`config.mk`:
```
export PLATFORM = sky130hd
export DESIGN_NAME = reset_and_test_clock_control
export DESIGN_NICKNAME = d
export VERILOG_FILES = /design/src/rst_pkg.sv /design/src/reset_and_test_clock_control.sv /design/src/sync_two_flop.sv
export SDC_FILE = /design/constraint.sdc
export NUM_CORES = 1
export LEC_CHECK = 0
export ABC_AREA = 1
export BUFFER_PORTS_ARGS = -buffer_cell sky130_fd_sc_hd__buf_4
export CAP_MARGIN = 25
export CORE_MARGIN = 4
export CORE_UTILIZATION = 52
export CTS_CLUSTER_DIAMETER = 30
export CTS_CLUSTER_SIZE = 24
export DETAILED_ROUTE_END_ITERATION = 10
export GPL_ROUTABILITY_DRIVEN = 0
export HOLD_SLACK_MARGIN = 0.05
export PLACE_DENSITY_LB_ADDON = 0.12
export SLEW_MARGIN = 20
export SYNTH_ARGS = -nofsm -noshare
export SYNTH_HDL_FRONTEND = slang
export SYNTH_SLANG_ARGS = --single-unit
```
`constraint.sdc`:
```
create_clock -name clk_in -period 3.3 [get_ports clk_in]
set_clock_uncertainty 0.1 [all_clocks]
set_input_delay 0.165 -clock clk_in [delete_from_list [all_inputs] [get_ports clk_in]]
set_output_delay 0.165 -clock clk_in [all_outputs]
set_load 0.01 [all_outputs]
```
`src/rst_pkg.sv`:
```
/*
 * constants shared by the reset and test clock controller.
 * assumes a single core clock at 25 MHz.
 */
package rst_pkg;
  localparam int unsigned CLK_PERIOD_NS   = 40;
  // reset sequence length after hard reset release, in ns
  localparam int unsigned RESET_SEQ_NS    = 400;
  localparam int unsigned RESET_SEQ_CYC   = (RESET_SEQ_NS + CLK_PERIOD_NS - 1) / CLK_PERIOD_NS;
  localparam int unsigned SEQ_CNT_W       = 8;
  localparam logic [31:0] RESTART_ADDR    = 32'h0000_0000;
  localparam int unsigned SYNC_STAGES     = 2;
endpackage

```
`src/reset_and_test_clock_control.sv`:
```
/*
 * reset handling and core clock source selection of the controller core.
 * assumes the board supervisor drives hard_reset_n and test equipment the
 * test pins; the core clock mux itself is a glitch-free cell outside.
 */
`timescale 1ns/1ps
`default_nettype none
module reset_and_test_clock_control
  import rst_pkg::*;
#(
  parameter int unsigned SEQ_CYCLES = rst_pkg::RESET_SEQ_CYC
) (
  // clock and reset
  input  wire logic        clk_in,
  input  wire logic        arst_n_in,
  // reset pins and soft reset events
  input  wire logic        hard_reset_n_in,
  input  wire logic        sleep_exit_reset_in,
  input  wire logic        watchdog_reset_in,
  output logic             reset_indicator_out_n,
  // processor control
  output logic             abort_instr_out,
  output logic             cache_enable_allow_out,
  output logic             mmu_enable_allow_out,
  output logic             wbuf_enable_allow_out,
  output logic             idle_only_out,
  output logic             fetch_start_out,
  output logic [31:0]      fetch_addr_out,
  // test reset and clock bypass pins
  input  wire logic        core_clock_bypass_sel_in,
  input  wire logic        test_reset_in,
  output logic             core_clk_sel_ext_out,
  output logic             test_logic_enable_out
);
  // the sequence counter must reach SEQ_CYCLES - 1 without wrapping
  if (SEQ_CYCLES < 1 || SEQ_CYCLES >= (1 << SEQ_CNT_W)) begin : g_bad_seq_cycles
    $error("SEQ_CYCLES out of range");
  end

  typedef enum logic [2:0] {
    ST_HELD = 3'b001,
    ST_SEQ  = 3'b010,
    ST_RUN  = 3'b100
  } rst_state_e;

  logic hard_n_s;
  logic bypass_s;
  logic trst_s;

  sync_two_flop #(.RESET_VAL(1'b0)) u_sync_hard (
    .clk_in    (clk_in),
    .arst_n_in (arst_n_in),
    .async_in  (hard_reset_n_in),
    .sync_out  (hard_n_s)
  );

  // bypass and test reset are level pins from outside the clock domain;
  // both reset low, the level a floating test reset pin is pulled to
  logic [1:0] lvl_pin;
  logic [1:0] lvl_s;
  assign lvl_pin = {test_reset_in, core_clock_bypass_sel_in};
  for (genvar i = 0; i < 2; i = i + 1) begin : g_lvl_sync
    sync_two_flop #(.RESET_VAL(1'b0)) u_sync (
      .clk_in    (clk_in),
      .arst_n_in (arst_n_in),
      .async_in  (lvl_pin[i]),
      .sync_out  (lvl_s[i])
    );
  end
  assign bypass_s = lvl_s[0];
  assign trst_s   = lvl_s[1];

  rst_state_e           state_q;
  rst_state_e           state_d;
  logic [SEQ_CNT_W-1:0] cnt_q;
  logic [SEQ_CNT_W-1:0] cnt_d;
  logic                 ind_n_q;
  logic                 ind_n_d;
  logic                 abort_q;
  logic                 abort_d;
  logic                 allow_q;
  logic                 allow_d;
  logic                 idle_q;
  logic                 idle_d;
  logic                 start_q;
  logic                 start_d;
  logic [31:0]          addr_q;
  logic [31:0]          addr_d;
  logic                 sel_q;
  logic                 sel_d;
  logic                 ten_q;
  logic                 ten_d;
  logic                 soft_evt;

  always_comb begin
    soft_evt = sleep_exit_reset_in | watchdog_reset_in;
    state_d  = state_q;
    cnt_d    = cnt_q;
    start_d  = 1'b0;
    case (state_q)
      ST_HELD: begin
        cnt_d = '0;
        if (hard_n_s) begin
          state_d = ST_SEQ;
        end
      end
      ST_SEQ: begin
        cnt_d = cnt_q + 1'b1;
        if (!hard_n_s) begin
          state_d = ST_HELD;
        end else if (cnt_q == SEQ_CNT_W'(SEQ_CYCLES - 1)) begin
          state_d = ST_RUN;
          start_d = 1'b1;
        end
      end
      ST_RUN: begin
        if (!hard_n_s) begin
          state_d = ST_HELD;
        end else if (soft_evt) begin
          state_d = ST_SEQ;
          cnt_d   = '0;
        end
      end
      default: begin
        state_d = ST_HELD;
      end
    endcase
  end

  always_ff @(posedge clk_in or negedge arst_n_in) begin
    if (!arst_n_in) begin
      state_q <= ST_HELD;
      cnt_q   <= '0;
      start_q <= 1'b0;
    end else begin
      state_q <= state_d;
      cnt_q   <= cnt_d;
      start_q <= start_d;
    end
  end

  // status outputs follow the next state, so they switch on the same edge
  // as the state and the restart pulse
  always_comb begin
    ind_n_d = 1'b0;
    abort_d = 1'b1;
    allow_d = 1'b0;
    idle_d  = 1'b1;
    addr_d  = RESTART_ADDR;
    if (state_d == ST_RUN) begin
      ind_n_d = 1'b1;
      allow_d = 1'b1;
      idle_d  = 1'b0;
    end
    // pin may fall asynchronously, so the raw synced level also aborts
    if (hard_n_s && state_d != ST_HELD) begin
      abort_d = 1'b0;
    end
  end

  always_ff @(posedge clk_in or negedge arst_n_in) begin
    if (!arst_n_in) begin
      ind_n_q <= 1'b0;
      abort_q <= 1'b1;
      allow_q <= 1'b0;
      idle_q  <= 1'b1;
      addr_q  <= RESTART_ADDR;
    end else begin
      ind_n_q <= ind_n_d;
      abort_q <= abort_d;
      allow_q <= allow_d;
      idle_q  <= idle_d;
      addr_q  <= addr_d;
    end
  end

  // the core clock source follows the bypass pin only; test logic keeps its
  // own clock and reset, whatever the bypass select says
  always_comb begin
    sel_d = bypass_s;
    ten_d = trst_s;
  end

  always_ff @(posedge clk_in or negedge arst_n_in) begin
    if (!arst_n_in) begin
      sel_q <= 1'b0;
      ten_q <= 1'b0;
    end else begin
      sel_q <= sel_d;
      ten_q <= ten_d;
    end
  end

  assign reset_indicator_out_n  = ind_n_q;
  assign abort_instr_out        = abort_q;
  assign cache_enable_allow_out = allow_q;
  assign mmu_enable_allow_out   = allow_q;
  assign wbuf_enable_allow_out  = allow_q;
  assign idle_only_out          = idle_q;
  assign fetch_start_out        = start_q;
  assign fetch_addr_out         = addr_q;
  assign core_clk_sel_ext_out   = sel_q;
  assign test_logic_enable_out  = ten_q;  // test logic itself runs on its own test clock
endmodule
`default_nettype wire

```
`src/sync_two_flop.sv`:
```
/*
 * two flip-flop synchroniser for one level, with a settable reset value.
 * assumes the input is asynchronous to clk_in.
 */
`timescale 1ns/1ps
`default_nettype none
module sync_two_flop #(
  parameter logic RESET_VAL = 1'b0
) (
  // clock and reset
  input  wire logic clk_in,
  input  wire logic arst_n_in,
  // level
  input  wire logic async_in,
  output logic      sync_out
);
  logic meta_q;
  logic meta_d;
  logic sync_q;
  logic sync_d;

  always_comb begin
    meta_d = async_in;
    sync_d = meta_q;
  end

  always_ff @(posedge clk_in or negedge arst_n_in) begin
    if (!arst_n_in) begin
      meta_q <= RESET_VAL;
      sync_q <= RESET_VAL;
    end else begin
      meta_q <= meta_d;
      sync_q <= sync_d;
    end
  end

  assign sync_out = sync_q;
endmodule
`default_nettype wire
```
# Word-level counts from Yosys, hierarchy flattened
# Index checks and enable logic that the tools add are counted.
word_totals:
  inputBits: 7
  register_bits: 23
  wordCells: 42
  output_inout_bits: 41
op_classes:
  n_eq_ne: 8
  n_reduce_logical: 3
  add_sub_neg: 1
  mux: 15
  bitwise: 1
op_table:
  columns: ["operator", "count"]
  rows:
  - ["case mux 8 bit (3 select lines)", 1]
  - ["2-to-1 mux 8 bit", 2]
  - ["2-to-1 mux 3 bit", 5]
  - ["case mux 3 bit (3 select lines)", 1]
  - ["adder 8 x 1 -> 8 bit, second input constant", 1]
  - ["== test 8 x 4 -> 1 bit, second input constant", 1]
  - ["== test 3 bit, second input constant", 2]
  - ["2-to-1 mux 1 bit", 6]
  - ["== test 3 x 1 -> 1 bit, second input constant", 1]
  - ["== test 3 x 2 -> 1 bit, second input constant", 1]
  - ["inequality test 3 x 1 -> 1 bit, second input constant", 1]
  - ["AND reduction 3 bit", 1]
  - ["nonzero test 3 bit", 1]
  - ["inequality test 2 x 1 -> 1 bit, second input constant", 1]
  - ["inequality test 2 bit, second input constant", 1]
  - ["logical AND 1 bit", 1]
  - ["OR 1 bit", 1]

# Depth between registers and ports, before layout
depth:
  depth_word: 7
  mapped_depth: 7
  mapped_depth_nobuf: 7

# Modules after synthesis
# A second synthesis with hierarchy kept.
hier_totals:
  hier_cells: 142
  area_unflattened_um2: 1271.2
by_module_without_submodules:
  columns: ["module", "cells_each", "seq_area_each_um2", "area_per_inst_um2", "instances"]
  rows:
  - ["reset_and_test_clock_control", 136, 429.2, 1121.1, 1]
  - ["sync_two_flop", 2, 50.0, 50.0, 3]

# Worst setup path after synthesis
# Ideal clock, no wire load.
synth_timing:
  path_kind: "register -> register"
  startpoint: "reg cnt_q[0]"
  endpoint: "reg cnt_q[2]"
  path_stages_with_launch: 5
  synth_period_minus_slack_ps: 1195
  required_time_ps: 3083
  n_path_buf: 0
  setup_time_ps: 117
  slack_ps: 2105
  arrival_ps: 978
  path_cell_list: "dfrtp_1 -> ha_1 -> or2_2 -> nand3_1 -> nand2_1"
synth_via:
  elab_chain_len: 2
synth_lines:
  columns: ["item", "line_no", "text"]
  rows:
  - ["start, declared", "reset_and_test_clock_control.sv:75", "logic [SEQ_CNT_W-1:0] cnt_q;"]
  - ["start signal, assigned", "reset_and_test_clock_control.sv:137", "cnt_q <= cnt_d;"]
  - ["adder 8 x 1 -> 8 bit", "reset_and_test_clock_control.sv:108", "cnt_d = cnt_q + 1'b1;"]
  - ["case mux 8 bit (3 select lines)", "reset_and_test_clock_control.sv:100", "case (state_q)"]
# Every way passes these cells.
# A chain may end at the register's enable or synchronous reset.

# Worst setup path in the final report
layout_timing:
  startpoint: "in sleep_exit_reset_in"
  endpoint: "reg state_q[2]"
layout_via:
  elab_chain_len: 4
layout_lines:
  columns: ["item", "line_no", "text"]
  rows:
  - ["start, declared", "reset_and_test_clock_control.sv:18", "input wire logic sleep_exit_reset_in,"]
  - ["OR 1 bit", "reset_and_test_clock_control.sv:96", "soft_evt = sleep_exit_reset_in | watchdog_reset_in;"]
  - ["2-to-1 mux 3 bit", "reset_and_test_clock_control.sv:119", "end else if (soft_evt) begin"]
  - ["2-to-1 mux 3 bit", "reset_and_test_clock_control.sv:117", "if (!hard_n_s) begin"]
  - ["case mux 3 bit (3 select lines)", "reset_and_test_clock_control.sv:100", null]
  - ["named net state_d[2]", "reset_and_test_clock_control.sv:74", "rst_state_e state_d;"]
  - ["end signal, assigned", "reset_and_test_clock_control.sv:136", "state_q <= state_d;"]
  - ["end, declared", "reset_and_test_clock_control.sv:73", "rst_state_e state_q;"]
# The timed path passes the listed nets, and every way through them passes these cells.

==> impl_metrics.csv <==
group,metric,value,unit
routing,num_vias,825,
clocking,numCtsBuffers,3,
sta,finalCritPeriodShare,51.8,%
finish,multiInputGateArea,488,um2
worst_setup_path,cp_data_arrival_time,1850,ps
clocking,cts_tree,"done",
global_route,grtUsageTotal,12.5,%
placed_design,place_area,1260,um2
finish,syn2layout_area_growth,7.26,%
global_route,grt_start_max_net_pins,24,
floorplan,ioPinCount,48,
floorplan,start_util,55.8,%
clocking,clockRootBuffer,"clkbuf_4",
logic_synthesis,netlist_area,1260,um2
logic_synthesis,synth_top_family_by_area,"buffers and inverters",
logic_synthesis,ys_seq_elements,23,
power,power_density,432,nW/um2
finish,layout.area.seq,579,um2
logic_synthesis,synthSimpleGateAreaFrac,24.2,%
placed_design,place_ws,2030,ps
logic_synthesis,synthMuxAreaShare,0,%
global_route,grt-ovfl-total,0,
finish,fillers,213,
logic_synthesis,synth_compound_area_share,3.08,%
sta,setup_slack,1590,ps
logic_synthesis,synth_top_area_share,39.8,%
worst_setup_path,worstSetupEndpointType,"register",
clocking,post_cts_buffers,0,
routing,drt_iter0_drc,18,
sta,hold_viol,0,
clocking,clock_latency,310,ps
routing,routed_wl,1880,um
logic_synthesis,yosys.area_share.adder,1.99,%
finish,layout-drive-gt1-share,23.9,%
worst_setup_path,worstSetupPathType,"in2reg",
sta,fin_crit,1710,ps
logic_synthesis,synth_area_per_cell,8.86,um2
worst_setup_path,start_kind,"input pin",
logic_synthesis,synthXorXnorAreaFrac,0,%
routing,ant_nets,0,
sta,slew_violations,0,
finish,antenna_cells,0,
worst_setup_path,slowest_delay,590,ps
logic_synthesis,yosysWarnings,0,
clocking,htree_levels,1,
logic_synthesis,ys_seq_area_share,46.0,%
run_status,status,"completed",
routing,firstDrtPassIters,4,
flow_run,cap_violations,0,
logic_synthesis,ys_types,23,
floorplan,rows,17,
global_route,grt_pass1_vias,731,
global_route,antenna_found_initial,0,
floorplan,die_area,3270,um2
worst_setup_path,critPathTopFamily,"buffers and inverters",
finish,nets,173,
floorplan,die_x,57.2,um
sta,setup-violations-final,0,
sta,hold_ws,164,ps
global_route,grt_pass1_wl,3160,um
clocking,clock-sinks,23,
power,leakage,0.720,nW
logic_synthesis,syn_inst,142,
clocking,clk_path_buf_depth,2,
logic_synthesis,synthTopCellsByArea,"dfrtp_1 40%, buf_4 21%, nand2_1 8.6%",
finish,design_area,1350,um2
power,ir_drop,0.325,mV
routing,remaining_drc_errors,0,
floorplan,die_y,57.2,um
worst_setup_path,cpMaxStageDelayCell,"dlygate4sd3_1",
floorplan,coreArea,2250,um2
routing,wire_per_inst,9.84,um
sta,rsz0062_at_grt,"no",
placed_design,portBuffers,15,
placed_design,hpwlAfterDp,1390,um
worst_setup_path,path_buf_inv,3,
clocking,path_clk_slew,130,ps
sta,fin_setup_tns,0,ps
worst_setup_path,worstPathCellList,"dlygate4sd3_1, buf_4, nor2_1, dlygate4sd3_1, nand3_1, o21ai_0",
worst_setup_path,critPathMaxFanout,3,
worst_hold_path,hold_class,"in2async",
sta,fmax,585,MHz
worst_setup_path,cp_data_required_time,3440,ps
worst_setup_path,crit_top_cell,"dlygate4sd3_1",
logic_synthesis,synth_top_area_cell,"dfrtp_1",
routing,via_per_inst,4.32,
==> flip-flops by register name, summed over array words and instances (netlist names) <==
register / count
g_lvl_sync.u_sync.meta_q: 2
idle_only_out: 1
cnt_q: 8
core_clk_sel_ext_out: 1
test_logic_enable_out: 1
fetch_start_out: 1
abort_instr_out: 1
u_sync_hard.sync_out: 1
state_q: 3
g_lvl_sync.u_sync.sync_out: 2
u_sync_hard.meta_q: 1
cache_enable_allow_out: 1
==> cells in the mapped netlist (all sizes together) <==
cell,count
conb,1
nor2,11
nand3,15
buf,35
and3,1
nand3b,1
or2,3
o21bai,2
dfstp,3
clkinv,1
o21ai,4
nand2,32
inv,11
ha,2
dfrtp,20
==> final cells by class <==
cell class	instances	share of cell area, %
multi-input cells	103	36.1
flip-flops and latches	23	42.9
clock inverters	1	0.556
well taps	28	2.60
inverters	12	3.34
repair buffers	21	12.8
clock buffers	3	1.67
==> placed cells by master, fill, tap and decap left out <==
| master | netlist | final |
|---|---|---|
| conb_1 | 1 | 32 |
| nand2_1 | 29 | 29 |
| dfrtp_1 | 20 | 20 |
| buf_4 | 35 | 15 |
| nand3_1 | 12 | 12 |
| nor2_1 | 8 | 8 |
| inv_1 | 6 | 6 |
| dlygate4sd3_1 | 0 | 6 |
| inv_2 | 5 | 5 |
| nand3_2 | 3 | 3 |
| nor2_2 | 3 | 3 |
| dfstp_2 | 3 | 3 |
| clkbuf_4 | 0 | 3 |
| nand2_2 | 2 | 2 |
| o21ai_0 | 2 | 2 |
| o21bai_1 | 2 | 2 |
| or2_2 | 2 | 2 |
| ha_1 | 2 | 2 |
| o21ai_1 | 1 | 1 |
| and3_1 | 1 | 1 |
| o21ai_2 | 1 | 1 |
| nand2_4 | 1 | 1 |
| nand3b_1 | 1 | 1 |
| clkinv_1 | 1 | 1 |
| or2_1 | 1 | 1 |
| clkinvlp_4 | 0 | 1 |
==> routing by layer <==
| metal | track usage (%) | vias to the layer above | wire, um |
|---|---|---|---|
| li1 | - | 415 | - |
| met1 | 15.6 | 364 | 781 |
| met5 | 0 | - | 0 |
| met4 | 4.97 | 0 | 29 |
| met3 | 4.75 | 4 | 188 |
| met2 | 19.6 | 42 | 879 |
==> final timing paths <==
kind / cells past startpoint / to / startpoint / slack (ps)
max in group asynchronous: 2 / state_q[0] / arst_n_in / 2650
setup / recovery: 6 / state_q[2] / sleep_exit_reset_in / 1590
hold / removal: 2 / cnt_q[2] / arst_n_in / 160
min in group clk_in: 5 / idle_only_out / watchdog_reset_in / 190
setup reg to reg: 7 / state_q[1] / cnt_q[1] / 2010
hold reg to reg: 0 / test_logic_enable_out / g_lvl_sync[1].u_sync.sync_out / 260
==> report_power, final <==
part / total [mW] / leakage (nW) / internal, mW / switching, mW
clock network: 0.130 / 0.0139 / 0.0462 / 0.0838
registers: 0.326 / 0.291 / 0.310 / 0.0155
logic: 0.128 / 0.415 / 0.0420 / 0.0858
total: 0.584 / 0.720 / 0.398 / 0.185
==> what timing repair did <==
item	CTS	global route
resized for setup	0	0
hold buffers	6	0
endpoints found under the hold margin	27	0
==> cell families (layout without fill, tap and decap cells) <==
kind of cell,after synthesis,count (layout)
flip-flops,23,23
buffers and inverters,47,37
adder cells (fa/ha/maj),2,2
AO/OA/AOI/OAI,6,6
AND/OR/NAND/NOR,63,63
other,1,32
==> metrics by stage <==
step | util (%) | cells | total power, mW
floorplan | - | 173 | 0.442
global placement | 55.9 | 181 | 0.451
detailed placement | 55.9 | 181 | 0.454
CTS | 59.9 | 191 | 0.594
global route | 59.9 | 191 | 0.624
finish | 59.9 | 191 | 0.584
No activity file was read; power rests on OpenSTA's default activity.
